### config.mk
export PLATFORM = sky130hd
export DESIGN_NAME = sal_top
export DESIGN_NICKNAME = d
export VERILOG_FILES = /design/src/sal_pkg.sv /design/src/sal_top.sv /design/src/sal_pin_filter.sv
export SDC_FILE = /design/constraint.sdc
export NUM_CORES = 1
export LEC_CHECK = 0
export BUFFER_PORTS_ARGS = -buffer_cell sky130_fd_sc_hd__clkbuf_2
export CORE_ASPECT_RATIO = 1.2
export CORE_MARGIN = 2
export CORE_UTILIZATION = 23
export DETAILED_ROUTE_END_ITERATION = 7
export SLEW_MARGIN = 20
export SYNTH_ARGS = -nofsm -noshare
export SYNTH_HDL_FRONTEND = slang
export SYNTH_SLANG_ARGS = --single-unit
### constraint.sdc
create_clock -name clock -period 7.65 [get_ports clock]
set_clock_uncertainty 0.15 [all_clocks]
set_input_delay 1.53 -clock clock [delete_from_list [all_inputs] [get_ports clock]]
set_output_delay 1.53 -clock clock [all_outputs]
set_load 0.02 [all_outputs]
### src/sal_pkg.sv
// constants, types and register map of the security alarm and test lock
// assumes a 100 MHz system clock and a 32-bit AHB-Lite register port
package sal_pkg;
    localparam int          CLK_MHZ    = 100;
    localparam int          NDET       = 7;
    // detector bit positions
    localparam int          DET_FREQ   = 0;
    localparam int          DET_VOLT   = 1;
    localparam int          DET_TEMP   = 2;
    localparam int          DET_LIGHT  = 3;
    localparam int          DET_INSUL  = 4;
    localparam int          DET_SHIELD = 5;
    localparam int          DET_GLITCH = 6;
    localparam logic [6:0]  TAMPER_MSK = 7'h38;
    // register byte offsets
    localparam logic [7:0]  A_EVT      = 8'h00;
    localparam logic [7:0]  A_REACT    = 8'h04;
    localparam logic [7:0]  A_ACC      = 8'h08;
    localparam logic [7:0]  A_MODE     = 8'h0C;
    localparam logic [7:0]  A_TRACE    = 8'h10;
    localparam logic [7:0]  A_CKSUM    = 8'h14;
    localparam logic [7:0]  A_MPU0     = 8'h20;
    // access status bits
    localparam int          ACC_INV    = 0;
    localparam int          ACC_EXE    = 1;
    localparam int          ACC_MPU    = 2;
    localparam int          ACC_REG    = 3;
    localparam int          ACC_AUTH   = 4;
    localparam int          ACC_W      = 5;
    // mode register bits
    localparam int          MODE_TEST  = 0;
    localparam int          MODE_NORM  = 1;
    localparam int          MODE_TRC   = 2;
    localparam int          MODE_CKOK  = 3;
    localparam logic [31:0] MODE_KEY   = 32'h0000_00A5;
    // mpu region fields
    localparam int          MPU_LO     = 0;
    localparam int          MPU_HI     = 8;
    localparam int          MPU_R      = 16;
    localparam int          MPU_W      = 17;
    localparam int          MPU_X      = 18;
    localparam int          MPU_BITS   = 19;
    // reset values
    localparam logic [6:0]  REACT_RST  = 7'h00;
    localparam logic [18:0] MPU_RST    = 19'h0_0000;
    // filter time, least, in ns
    localparam int          FILT_NS    = 50;
    localparam int          FILT_CYC   = (FILT_NS * CLK_MHZ + 999) / 1000;

    typedef struct packed {
        logic        valid;
        logic        priv;
        logic        write;
        logic        fetch;
        logic [15:0] addr;
    } sal_cpu_acc_t;

    typedef enum logic [2:0] {
        LC_LOCKED = 3'b001,
        LC_TEST   = 3'b010,
        LC_NORMAL = 3'b100
    } sal_lc_t;
endpackage

### src/sal_top.sv
// security alarm collection, access supervision, mpu and test-mode lock
// assumes AHB-Lite single word transfers, nvm straps stable at reset release
//
// Overview of operation
// - out-of-range failures reset chip by default
// - every detector event latched in status
// - software picks reset or flag per detector
// - seven detector inputs accepted
// - tamper raises reset or fast interrupt
// - invalid address raises fast interrupt
// - forbidden eeprom code fetch raises fast interrupt
// - security registers need privileged access, except user reads of event and access status
// - all registers take defaults at reset
// - mpu regions restrict user accesses
// - test mode only after correct password
// - normal mode final, test commands rejected
// - trace data writable once in test
// - functional test and checksum test-only
// - external reset and clock pads filtered
// - detection cannot be disabled by software
//
// The address map and the AHB-Lite interface to the registers were chosen for this implementation.
`timescale 1ns/1ps
module sal_top
    import sal_pkg::*;
#(
    parameter int          NREG      = 4,
    parameter logic [15:0] ADDR_TOP  = 16'hBFFF,
    parameter logic [15:0] EE_LO     = 16'h4000,
    parameter logic [15:0] EE_HI     = 16'h7FFF,
    parameter logic [31:0] TEST_PW   = 32'h1234_5678, // arbitrary value
    parameter logic [31:0] CKSUM_REF = 32'h0000_0000
) (
    // clock and reset
    input  wire logic         clock,
    input  wire logic         rst_b,
    // AHB-Lite slave
    input  wire logic         hsel,
    input  wire logic [31:0]  haddr,
    input  wire logic [1:0]   htrans,
    input  wire logic         hwrite,
    input  wire logic [2:0]   hsize,
    input  wire logic [3:0]   hprot,
    input  wire logic [31:0]  hwdata,
    input  wire logic         hready,
    output logic              hreadyout,
    output logic              hresp,
    output logic [31:0]       hrdata,
    // detectors and pads
    input  wire logic [6:0]   detRaw,
    input  wire logic         extRstPin,
    input  wire logic         clkPadPin,
    output logic              clkPadFilt,
    // processor access check
    input  wire sal_cpu_acc_t cpuAcc,
    output logic              cpuDeny,
    output logic              fastIrq,
    output logic              chipReset,
    // nvm and test protocol
    input  wire logic         nvmNormal,
    input  wire logic         nvmTraceDone,
    input  wire logic         testPwStrobe,
    input  wire logic [31:0]  testPw,
    output logic              testModeActive,
    output logic              nvmBurnNormal,
    output logic              traceProg,
    output logic [31:0]       traceData
);
    logic                rstMeta_q;
    logic                rstSync_b;
    logic [6:0]          detLive;
    logic                extRstFilt;
    logic                dpWr_q;
    logic                dpPriv_q;
    logic [7:0]          dpAddr_q;
    logic [31:0]         hrdata_q;
    logic                hready_q;
    logic [6:0]          evt_q;
    logic [6:0]          react_q;
    logic [ACC_W-1:0]    acc_q;
    logic [MPU_BITS-1:0] mpu_q [NREG];
    sal_lc_t             lc_q;
    sal_lc_t             lc_d;
    logic                strapDone_q;
    logic                trcDone_q;
    logic [31:0]         trace_q;
    logic [31:0]         cksum_q;
    logic                burn_q;
    logic                prog_q;
    logic                deny_q;
    logic                irq_q;
    logic                rst_q;
    logic                testAct_q;

    // reset release through two flops
    always_ff @(posedge clock or negedge rst_b) begin
        if (!rst_b) begin
            rstMeta_q <= 1'b0;
            rstSync_b <= 1'b0;
        end else begin
            rstMeta_q <= 1'b1;
            rstSync_b <= rstMeta_q;
        end
    end

    // detector inputs, always live whatever the configuration
    sal_pin_filter #(.STABLE(1)) uDet [NDET-1:0] (
        .clock     (clock),
        .rstSync_b (rstSync_b),
        .pinIn     (detRaw),
        .filtOut   (detLive)
    );
    sal_pin_filter #(.STABLE(FILT_CYC)) uRstFilt (
        .clock     (clock),
        .rstSync_b (rstSync_b),
        .pinIn     (extRstPin),
        .filtOut   (extRstFilt)
    );
    sal_pin_filter #(.STABLE(FILT_CYC)) uClkFilt (
        .clock     (clock),
        .rstSync_b (rstSync_b),
        .pinIn     (clkPadPin),
        .filtOut   (clkPadFilt)
    );

    function automatic logic mpuAllow(input logic [15:0] a, input int perm);
        logic ok;
        ok = 1'b0;
        for (int i = 0; i < NREG; i++) begin
            if (a[15:8] >= mpu_q[i][MPU_LO+:8] && a[15:8] <= mpu_q[i][MPU_HI+:8]
                && mpu_q[i][perm]) begin
                ok = 1'b1;
            end
        end
        return ok;
    endfunction

    // bus decode
    wire        addrTake = hsel && hready && htrans[1];
    wire        rdTake   = addrTake && !hwrite;
    wire [7:0]  aAddr    = haddr[7:0];
    wire        aPriv    = hprot[1];
    wire        aMpu     = aAddr >= A_MPU0 && aAddr < A_MPU0 + 8'(4 * NREG);
    wire        aUserOk  = aAddr == A_EVT || aAddr == A_ACC;
    wire        aMapped  = aUserOk || aMpu || aAddr == A_REACT || aAddr == A_MODE
                           || aAddr == A_TRACE || aAddr == A_CKSUM;
    wire        rdDenied = rdTake && aMapped && !aUserOk && !aPriv;
    wire        inTest   = lc_q == LC_TEST;
    wire [31:0] modeWord = {28'h0, inTest && cksum_q == CKSUM_REF, trcDone_q,
                            lc_q == LC_NORMAL, inTest};
    wire [31:0] mpuWord  = 32'(mpu_q[aAddr[3:2]]);
    wire [31:0] rdData   = rdDenied              ? 32'h0000_0000 :
                           aAddr == A_EVT        ? 32'(evt_q) :
                           aAddr == A_REACT      ? 32'(react_q) :
                           aAddr == A_ACC        ? 32'(acc_q) :
                           aAddr == A_MODE       ? modeWord :
                           aAddr == A_TRACE      ? trace_q :
                           aAddr == A_CKSUM      ? (inTest ? cksum_q : 32'h0) :
                           aMpu                  ? mpuWord : 32'h0000_0000;

    // data-phase write strobes, privileged only
    wire        wrOk     = dpWr_q && dpPriv_q;
    wire        wrDenied = dpWr_q && !dpPriv_q;
    wire        wrEvt    = wrOk && dpAddr_q == A_EVT;
    wire        wrReact  = wrOk && dpAddr_q == A_REACT;
    wire        wrAcc    = wrOk && dpAddr_q == A_ACC;
    wire        wrMode   = wrOk && dpAddr_q == A_MODE;
    wire        wrTrace  = wrOk && dpAddr_q == A_TRACE && inTest && !trcDone_q;
    wire        wrCksum  = wrOk && dpAddr_q == A_CKSUM && inTest;
    wire        wrMpu    = wrOk && dpAddr_q >= A_MPU0 && dpAddr_q < A_MPU0 + 8'(4 * NREG);

    // detector events: set wins over clear
    wire [6:0]  evtClr   = wrEvt ? hwdata[6:0] : 7'h00;
    wire [6:0]  evt_d    = (evt_q & ~evtClr) | detLive;
    wire [6:0]  rstCause = detLive & ~react_q;
    wire        tamperIrq = |(evt_q & react_q & TAMPER_MSK);

    // processor access supervision
    wire        invAddr  = cpuAcc.valid && cpuAcc.addr > ADDR_TOP;
    wire        eeHit    = cpuAcc.addr >= EE_LO && cpuAcc.addr <= EE_HI;
    wire        exeViol  = cpuAcc.valid && cpuAcc.fetch && eeHit && !cpuAcc.priv
                           && !mpuAllow(cpuAcc.addr, MPU_X);
    wire        mpuViol  = cpuAcc.valid && !cpuAcc.priv && !cpuAcc.fetch && !invAddr
                           && !mpuAllow(cpuAcc.addr, cpuAcc.write ? MPU_W : MPU_R);

    // life cycle: strap first, password, then one-way switch
    wire        pwGood   = testPwStrobe && testPw == TEST_PW;
    wire        toNormal = wrMode && inTest && hwdata == MODE_KEY;
    wire        authFail = testPwStrobe && strapDone_q && lc_q != LC_TEST && !pwGood
                           || testPwStrobe && lc_q == LC_NORMAL;
    wire [ACC_W-1:0] accSet = {authFail, wrDenied || rdDenied, mpuViol, exeViol, invAddr};
    wire [ACC_W-1:0] accClr = wrAcc ? hwdata[ACC_W-1:0] : '0;
    wire [ACC_W-1:0] acc_d  = (acc_q & ~accClr) | accSet;

    always_comb begin
        lc_d = lc_q;
        case (lc_q)
            LC_LOCKED: begin
                if (!strapDone_q) begin
                    if (nvmNormal) begin
                        lc_d = LC_NORMAL;
                    end
                end else if (pwGood) begin
                    lc_d = LC_TEST;
                end
            end
            LC_TEST: begin
                if (toNormal) begin
                    lc_d = LC_NORMAL;
                end
            end
            LC_NORMAL: lc_d = LC_NORMAL;
            default:   lc_d = LC_NORMAL;
        endcase
    end

    // bus pipeline
    always_ff @(posedge clock or negedge rstSync_b) begin
        if (!rstSync_b) begin
            dpWr_q   <= 1'b0;
            dpPriv_q <= 1'b0;
            dpAddr_q <= 8'h00;
            hrdata_q <= 32'h0000_0000;
            hready_q <= 1'b0;
        end else begin
            dpWr_q   <= addrTake && hwrite && aMapped;
            dpPriv_q <= aPriv;
            dpAddr_q <= aAddr;
            hrdata_q <= rdTake ? rdData : 32'h0000_0000;
            hready_q <= 1'b1;
        end
    end

    // status, configuration and life-cycle state
    always_ff @(posedge clock or negedge rstSync_b) begin
        if (!rstSync_b) begin
            evt_q       <= 7'h00;
            react_q     <= REACT_RST;
            acc_q       <= '0;
            lc_q        <= LC_LOCKED;
            strapDone_q <= 1'b0;
            trcDone_q   <= 1'b0;
            trace_q     <= 32'h0000_0000;
            cksum_q     <= 32'h0000_0000;
            testAct_q   <= 1'b0;
        end else begin
            evt_q       <= evt_d;
            react_q     <= wrReact ? hwdata[6:0] : react_q;
            acc_q       <= acc_d;
            lc_q        <= lc_d;
            strapDone_q <= 1'b1;
            trcDone_q   <= (!strapDone_q && nvmTraceDone) || wrTrace || trcDone_q;
            trace_q     <= wrTrace ? hwdata : trace_q;
            cksum_q     <= wrCksum ? cksum_q + hwdata : cksum_q;
            testAct_q   <= lc_d == LC_TEST;
        end
    end

    always_ff @(posedge clock or negedge rstSync_b) begin
        if (!rstSync_b) begin
            for (int i = 0; i < NREG; i++) begin
                mpu_q[i] <= MPU_RST;
            end
        end else if (wrMpu) begin
            mpu_q[dpAddr_q[3:2]] <= hwdata[MPU_BITS-1:0];
        end
    end

    // reactions and nvm strobes
    always_ff @(posedge clock or negedge rstSync_b) begin
        if (!rstSync_b) begin
            rst_q  <= 1'b0;
            irq_q  <= 1'b0;
            deny_q <= 1'b0;
            burn_q <= 1'b0;
            prog_q <= 1'b0;
        end else begin
            rst_q  <= |rstCause || extRstFilt;
            irq_q  <= |acc_d[ACC_MPU:ACC_INV] || tamperIrq;
            deny_q <= invAddr || exeViol || mpuViol;
            burn_q <= toNormal;
            prog_q <= wrTrace;
        end
    end

    assign hreadyout      = hready_q;
    assign hresp          = 1'b0;
    assign hrdata         = hrdata_q;
    assign cpuDeny        = deny_q;
    assign fastIrq        = irq_q;
    assign chipReset      = rst_q;
    assign testModeActive = testAct_q;
    assign nvmBurnNormal  = burn_q;
    assign traceProg      = prog_q;
    assign traceData      = trace_q;
endmodule

### src/sal_pin_filter.sv
// three-stage synchroniser with a stability filter for one pad level
// assumes the reset given is already synchronous to clock
`timescale 1ns/1ps
module sal_pin_filter
    import sal_pkg::*;
#(
    parameter int STABLE = 1
) (
    // clock and reset
    input  wire logic clock,
    input  wire logic rstSync_b,
    // pad and filtered level
    input  wire logic pinIn,
    output logic      filtOut
);
    localparam int CW = $clog2(STABLE + 1);

    logic          s1_q;
    logic          s2_q;
    logic          s3_q;
    logic          out_q;
    logic [CW-1:0] cnt_q;
    logic [CW-1:0] cnt_d;
    logic          agree;
    logic          differ;
    logic          take;

    // change counts only when stages two and three agree
    assign agree   = (s2_q == s3_q);
    assign differ  = agree && (s3_q != out_q);
    assign take    = differ && (cnt_q == CW'(STABLE - 1));
    assign cnt_d   = (differ && !take) ? cnt_q + CW'(1) : '0;
    assign filtOut = out_q;

    always_ff @(posedge clock or negedge rstSync_b) begin
        if (!rstSync_b) begin
            s1_q  <= 1'b0;
            s2_q  <= 1'b0;
            s3_q  <= 1'b0;
            out_q <= 1'b0;
            cnt_q <= '0;
        end else begin
            s1_q  <= pinIn;
            s2_q  <= s1_q;
            s3_q  <= s2_q;
            out_q <= take ? s3_q : out_q;
            cnt_q <= cnt_d;
        end
    end
endmodule

==> results.md <==
- Max IR drop VDD: ~0.18 mV
- Drt drc: 0
- DR iter-0 viols: about 800
- Antenna viol nets, final: 0
- Vias in the first global route: between 10,000 and 15,000
- Ports: approximately 220
- Final nets: 1,797
- First drt pass iteration count: 6
- Clock edge transition at the registers on the reported setup and hold paths: ~0.060 ns
- Area growth from synthesis to layout: 19.6%
- Mapped cell area: 13,900 µm²
- Highest fanout seen on the critical path: 10
- Setup tns final: 0 ns
- Vias per cell: 4.69
- Post-CTS setup repair buffer count: 0
- Min-Delay Path Class: flip-flop to flip-flop
- Non-Filler Instances: 2,378
- CTS tree: yes
- Cells after DPL: 2,324
- Pwr/cell area: roughly 190 nW/µm²
- Cells after Synth: 1,380
- LEAKAGE: 0.00747 µW
- Hold Violations, Final: 0
- F_max: 233 MHz
- Ys flop type: dfrtp_1
- Hold_ws: 0.198 ns
- DR vias: 11,200
- Sequential area share after synthesis: 0.474
- Yosys cell types: 76
- RSZ-0062 raised after global routing: no
- Largest net degree at the start of global routing: 75
- CP peak stage delay: 0.40 ns
- Max-cap viol count: 0
- Period utilization: 0.562
- Register Area: 6590 µm²
- CP startpoint kind: input pin
- Filler cell count: 6,242
- Top cell type's share of synthesized area: 0.472
- H-Tree Depth: 1
- Register bit total from synthesis: 263
- Total wire length after detailed routing: around 43,000 µm
- Core Rows: 98
- PostCTS Resize Cnt: 0
- IO buf count: 174
- Post-synth EDFFs: 0
- Tmin final: 4.30 ns
- Critical Path Sink Type: flip-flop
- Syn_area_per_cell: 10.1 µm²
- Post-place setup slack: 2.77 ns
- Longest Clk Path Bufs: 3
- Async set or reset register ratio after synthesis: 1.00
- Total overflow reported by the global router: 0
- Total GRT Usage: 0.136
- Status: finished, final reports clean
- CP arrival: about 4.6 ns
- Rel. slew slack: 0.285
- Synthesis Warnings: 0
- Synth area leaders: dfrtp_1 47%, ha_1 8.9%, nand2_1 6.8%, o21ai_0 4.2%, mux2_2 3.4%
- Post-DP HPWL: between 30,000 and 40,000 µm
- Cell taking the most area after synthesis: dfrtp_1
- Clock buffer count from CTS: 29
- Critical path type: input pin to flip-flop
- CTS sink cnt: 263
- Clock Latency Late Sink: 0.57 ns
- Layout cells sized above 1: 0.214
- Starting Density: 0.233
- Initial antenna violation count: 8
- WP data required: slightly below 8 ns
- Setup violators final: 0
- DR WL/cell: 18.2 µm
- Final Slew Violations: 0
- Multi-input logic area: 6790 µm²
- CTS root buf: clkbuf_16
- Pwr Total: approximately 3000 µW
- GP Congestion: 0.878
- Slack of the critical path: 3.35 ns
- CP Cell Sequence: clkbuf_2 > ha_1 > inv_1 > fa_1 > and2b_1 > o2111ai_2 > a31oi_2 > o21ai_1 > and4b_1 > o31ai_2 > a21oi_1 > nor4bb_1 > or3_1
- First-pass GRT wire length: around 66,000 µm
- Critical-path top delay cell: fa_1
- Slew @ Worst Pin: 1.07 ns
- Die width: roughly 230 µm
- Full die area: 62,300 µm²
- Hold Buf Count CTS: 0
- CORE AREA: ~60,000 µm²
- Height of the die: 273 µm
## cell type report
class | count | share of cell area
multi-input cells | 988 | 0.409
diodes | 1 | 0.000151
clock inverters | 15 | 0.00806
inverters | 85 | 0.0192
well taps | 800 | 0.0603
repair buffers | 188 | 0.0588
flip-flops and latches | 263 | 0.397
clock buffers | 38 | 0.0476
## worst paths after layout
check	start	endpoint	slack [ns]	depth (start not counted)
max	hwdata[0]	cksum_q[30]$_DFFE_PN0P_	3.35	13
min	uDet[2].s1_q$_DFF_PN0_	uDet[2].s2_q$_DFF_PN0_	0.20	0
max reg2reg	cksum_q[0]$_DFFE_PN0P_	cksum_q[30]$_DFFE_PN0P_	4.22	12
min reg2reg	uDet[2].s1_q$_DFF_PN0_	uDet[2].s2_q$_DFF_PN0_	0.20	0
max in group asynchronous	rstSync_b$_DFF_PN0_	uClkFilt.s3_q$_DFF_PN0_	5.60	1
min in group asynchronous	rstSync_b$_DFF_PN0_	traceData[9]$_DFFE_PN0P_	0.26	0
## state kept, by name, indices dropped and copies added, names as in the netlist, 8 cells and up
register and count:
cksum_q 32, traceData 32, hrdata 32, dpAddr_q 8, mpu_q 76
## logic make-up after synthesis
kind of cell / Yosys count / synth area share
buffers and inverters: 137 / 0.0405
AND/OR/NAND/NOR: 457 / 0.161
XOR/XNOR: 26 / 0.0164
other: 2 / 0.000541
adder cells (fa/ha/maj): 100 / 0.0907
AO/OA/AOI/OAI: 330 / 0.148
multiplexers: 65 / 0.0678
flip-flops: 263 / 0.474
## power by group
part	switching, µW	internal (µW)	leakage (µW)
Sequential	25.7	1420	0.00284
Clock	607	766	0.000434
Combinational	169	105	0.00420
Total	802	2290	0.00747
## layer usage
layer,routed length [µm],share of wire,global-route usage
met1,17100,0.39,0.161
met2,21300,0.49,0.239
met3,3130,0.072,0.0329
met4,1670,0.039,0.0521
met5,77,0.0018,0
## cell usage after synthesis (5+ instances only)
library cell	number
nor2_1	45
o22ai_1	5
nand4_1	18
clkbuf_1	35
a21o_1	33
buf_2	8
a22oi_1	28
ha_1	99
o21bai_1	6
dfrtp_1	262
a21oi_1	74
o21ai_1	5
nor4_1	19
nor4b_1	7
a21oi_2	8
nor2b_1	16
nand2b_1	17
nor2_4	10
o21ai_0	116
xor2_1	18
mux4_2	19
or3_1	7
nand2_1	253
inv_1	84
nor3_1	16
o21a_1	8
xnor2_1	8
nor3b_1	9
mux2_2	42
a211oi_1	8
and3_1	8
nand3_1	8
## critical path, delay by kind of cell
kind | cells | cell delay [ns]
buf+inv | 2 | 0.34
fa+ha+maj | 2 | 0.65
compound gates | 5 | 1.08
simple gates | 4 | 0.99
## stage by stage
step / cell area [µm²] / util
finish: 16600 / 0.279
global route: 16600 / 0.279
CTS: 16600 / 0.278
detailed placement: 15700 / 0.263
global placement: 15700 / 0.263
floorplan: 13900 / -
## cells in the final DEF, fill, tap and decap left out, drive strengths merged, types with 5 or more instances in the layout
| master | n |
|---|---|
| clkinv | 6 |
| nor4 | 20 |
| a211oi | 8 |
| o21a | 8 |
| a21o | 33 |
| nand4 | 18 |
| nand2b | 19 |
| clkbuf | 212 |
| o21bai | 6 |
| clkinvlp | 6 |
| xor2 | 18 |
| dfrtp | 262 |
| o21ai | 121 |
| nor2 | 58 |
| nor4b | 8 |
| or3 | 7 |
| nor3 | 17 |
| buf | 14 |
| and3 | 8 |
| ha | 99 |
| a31oi | 5 |
| nand2 | 253 |
| mux4 | 19 |
| inv | 87 |
| xnor2 | 8 |
| nor3b | 9 |
| mux2 | 42 |
| nand3 | 8 |
| a22oi | 28 |
| conb | 10 |
| o22ai | 5 |
| nor2b | 16 |
| a21oi | 82 |
Power figures use the tool's default switching activity.
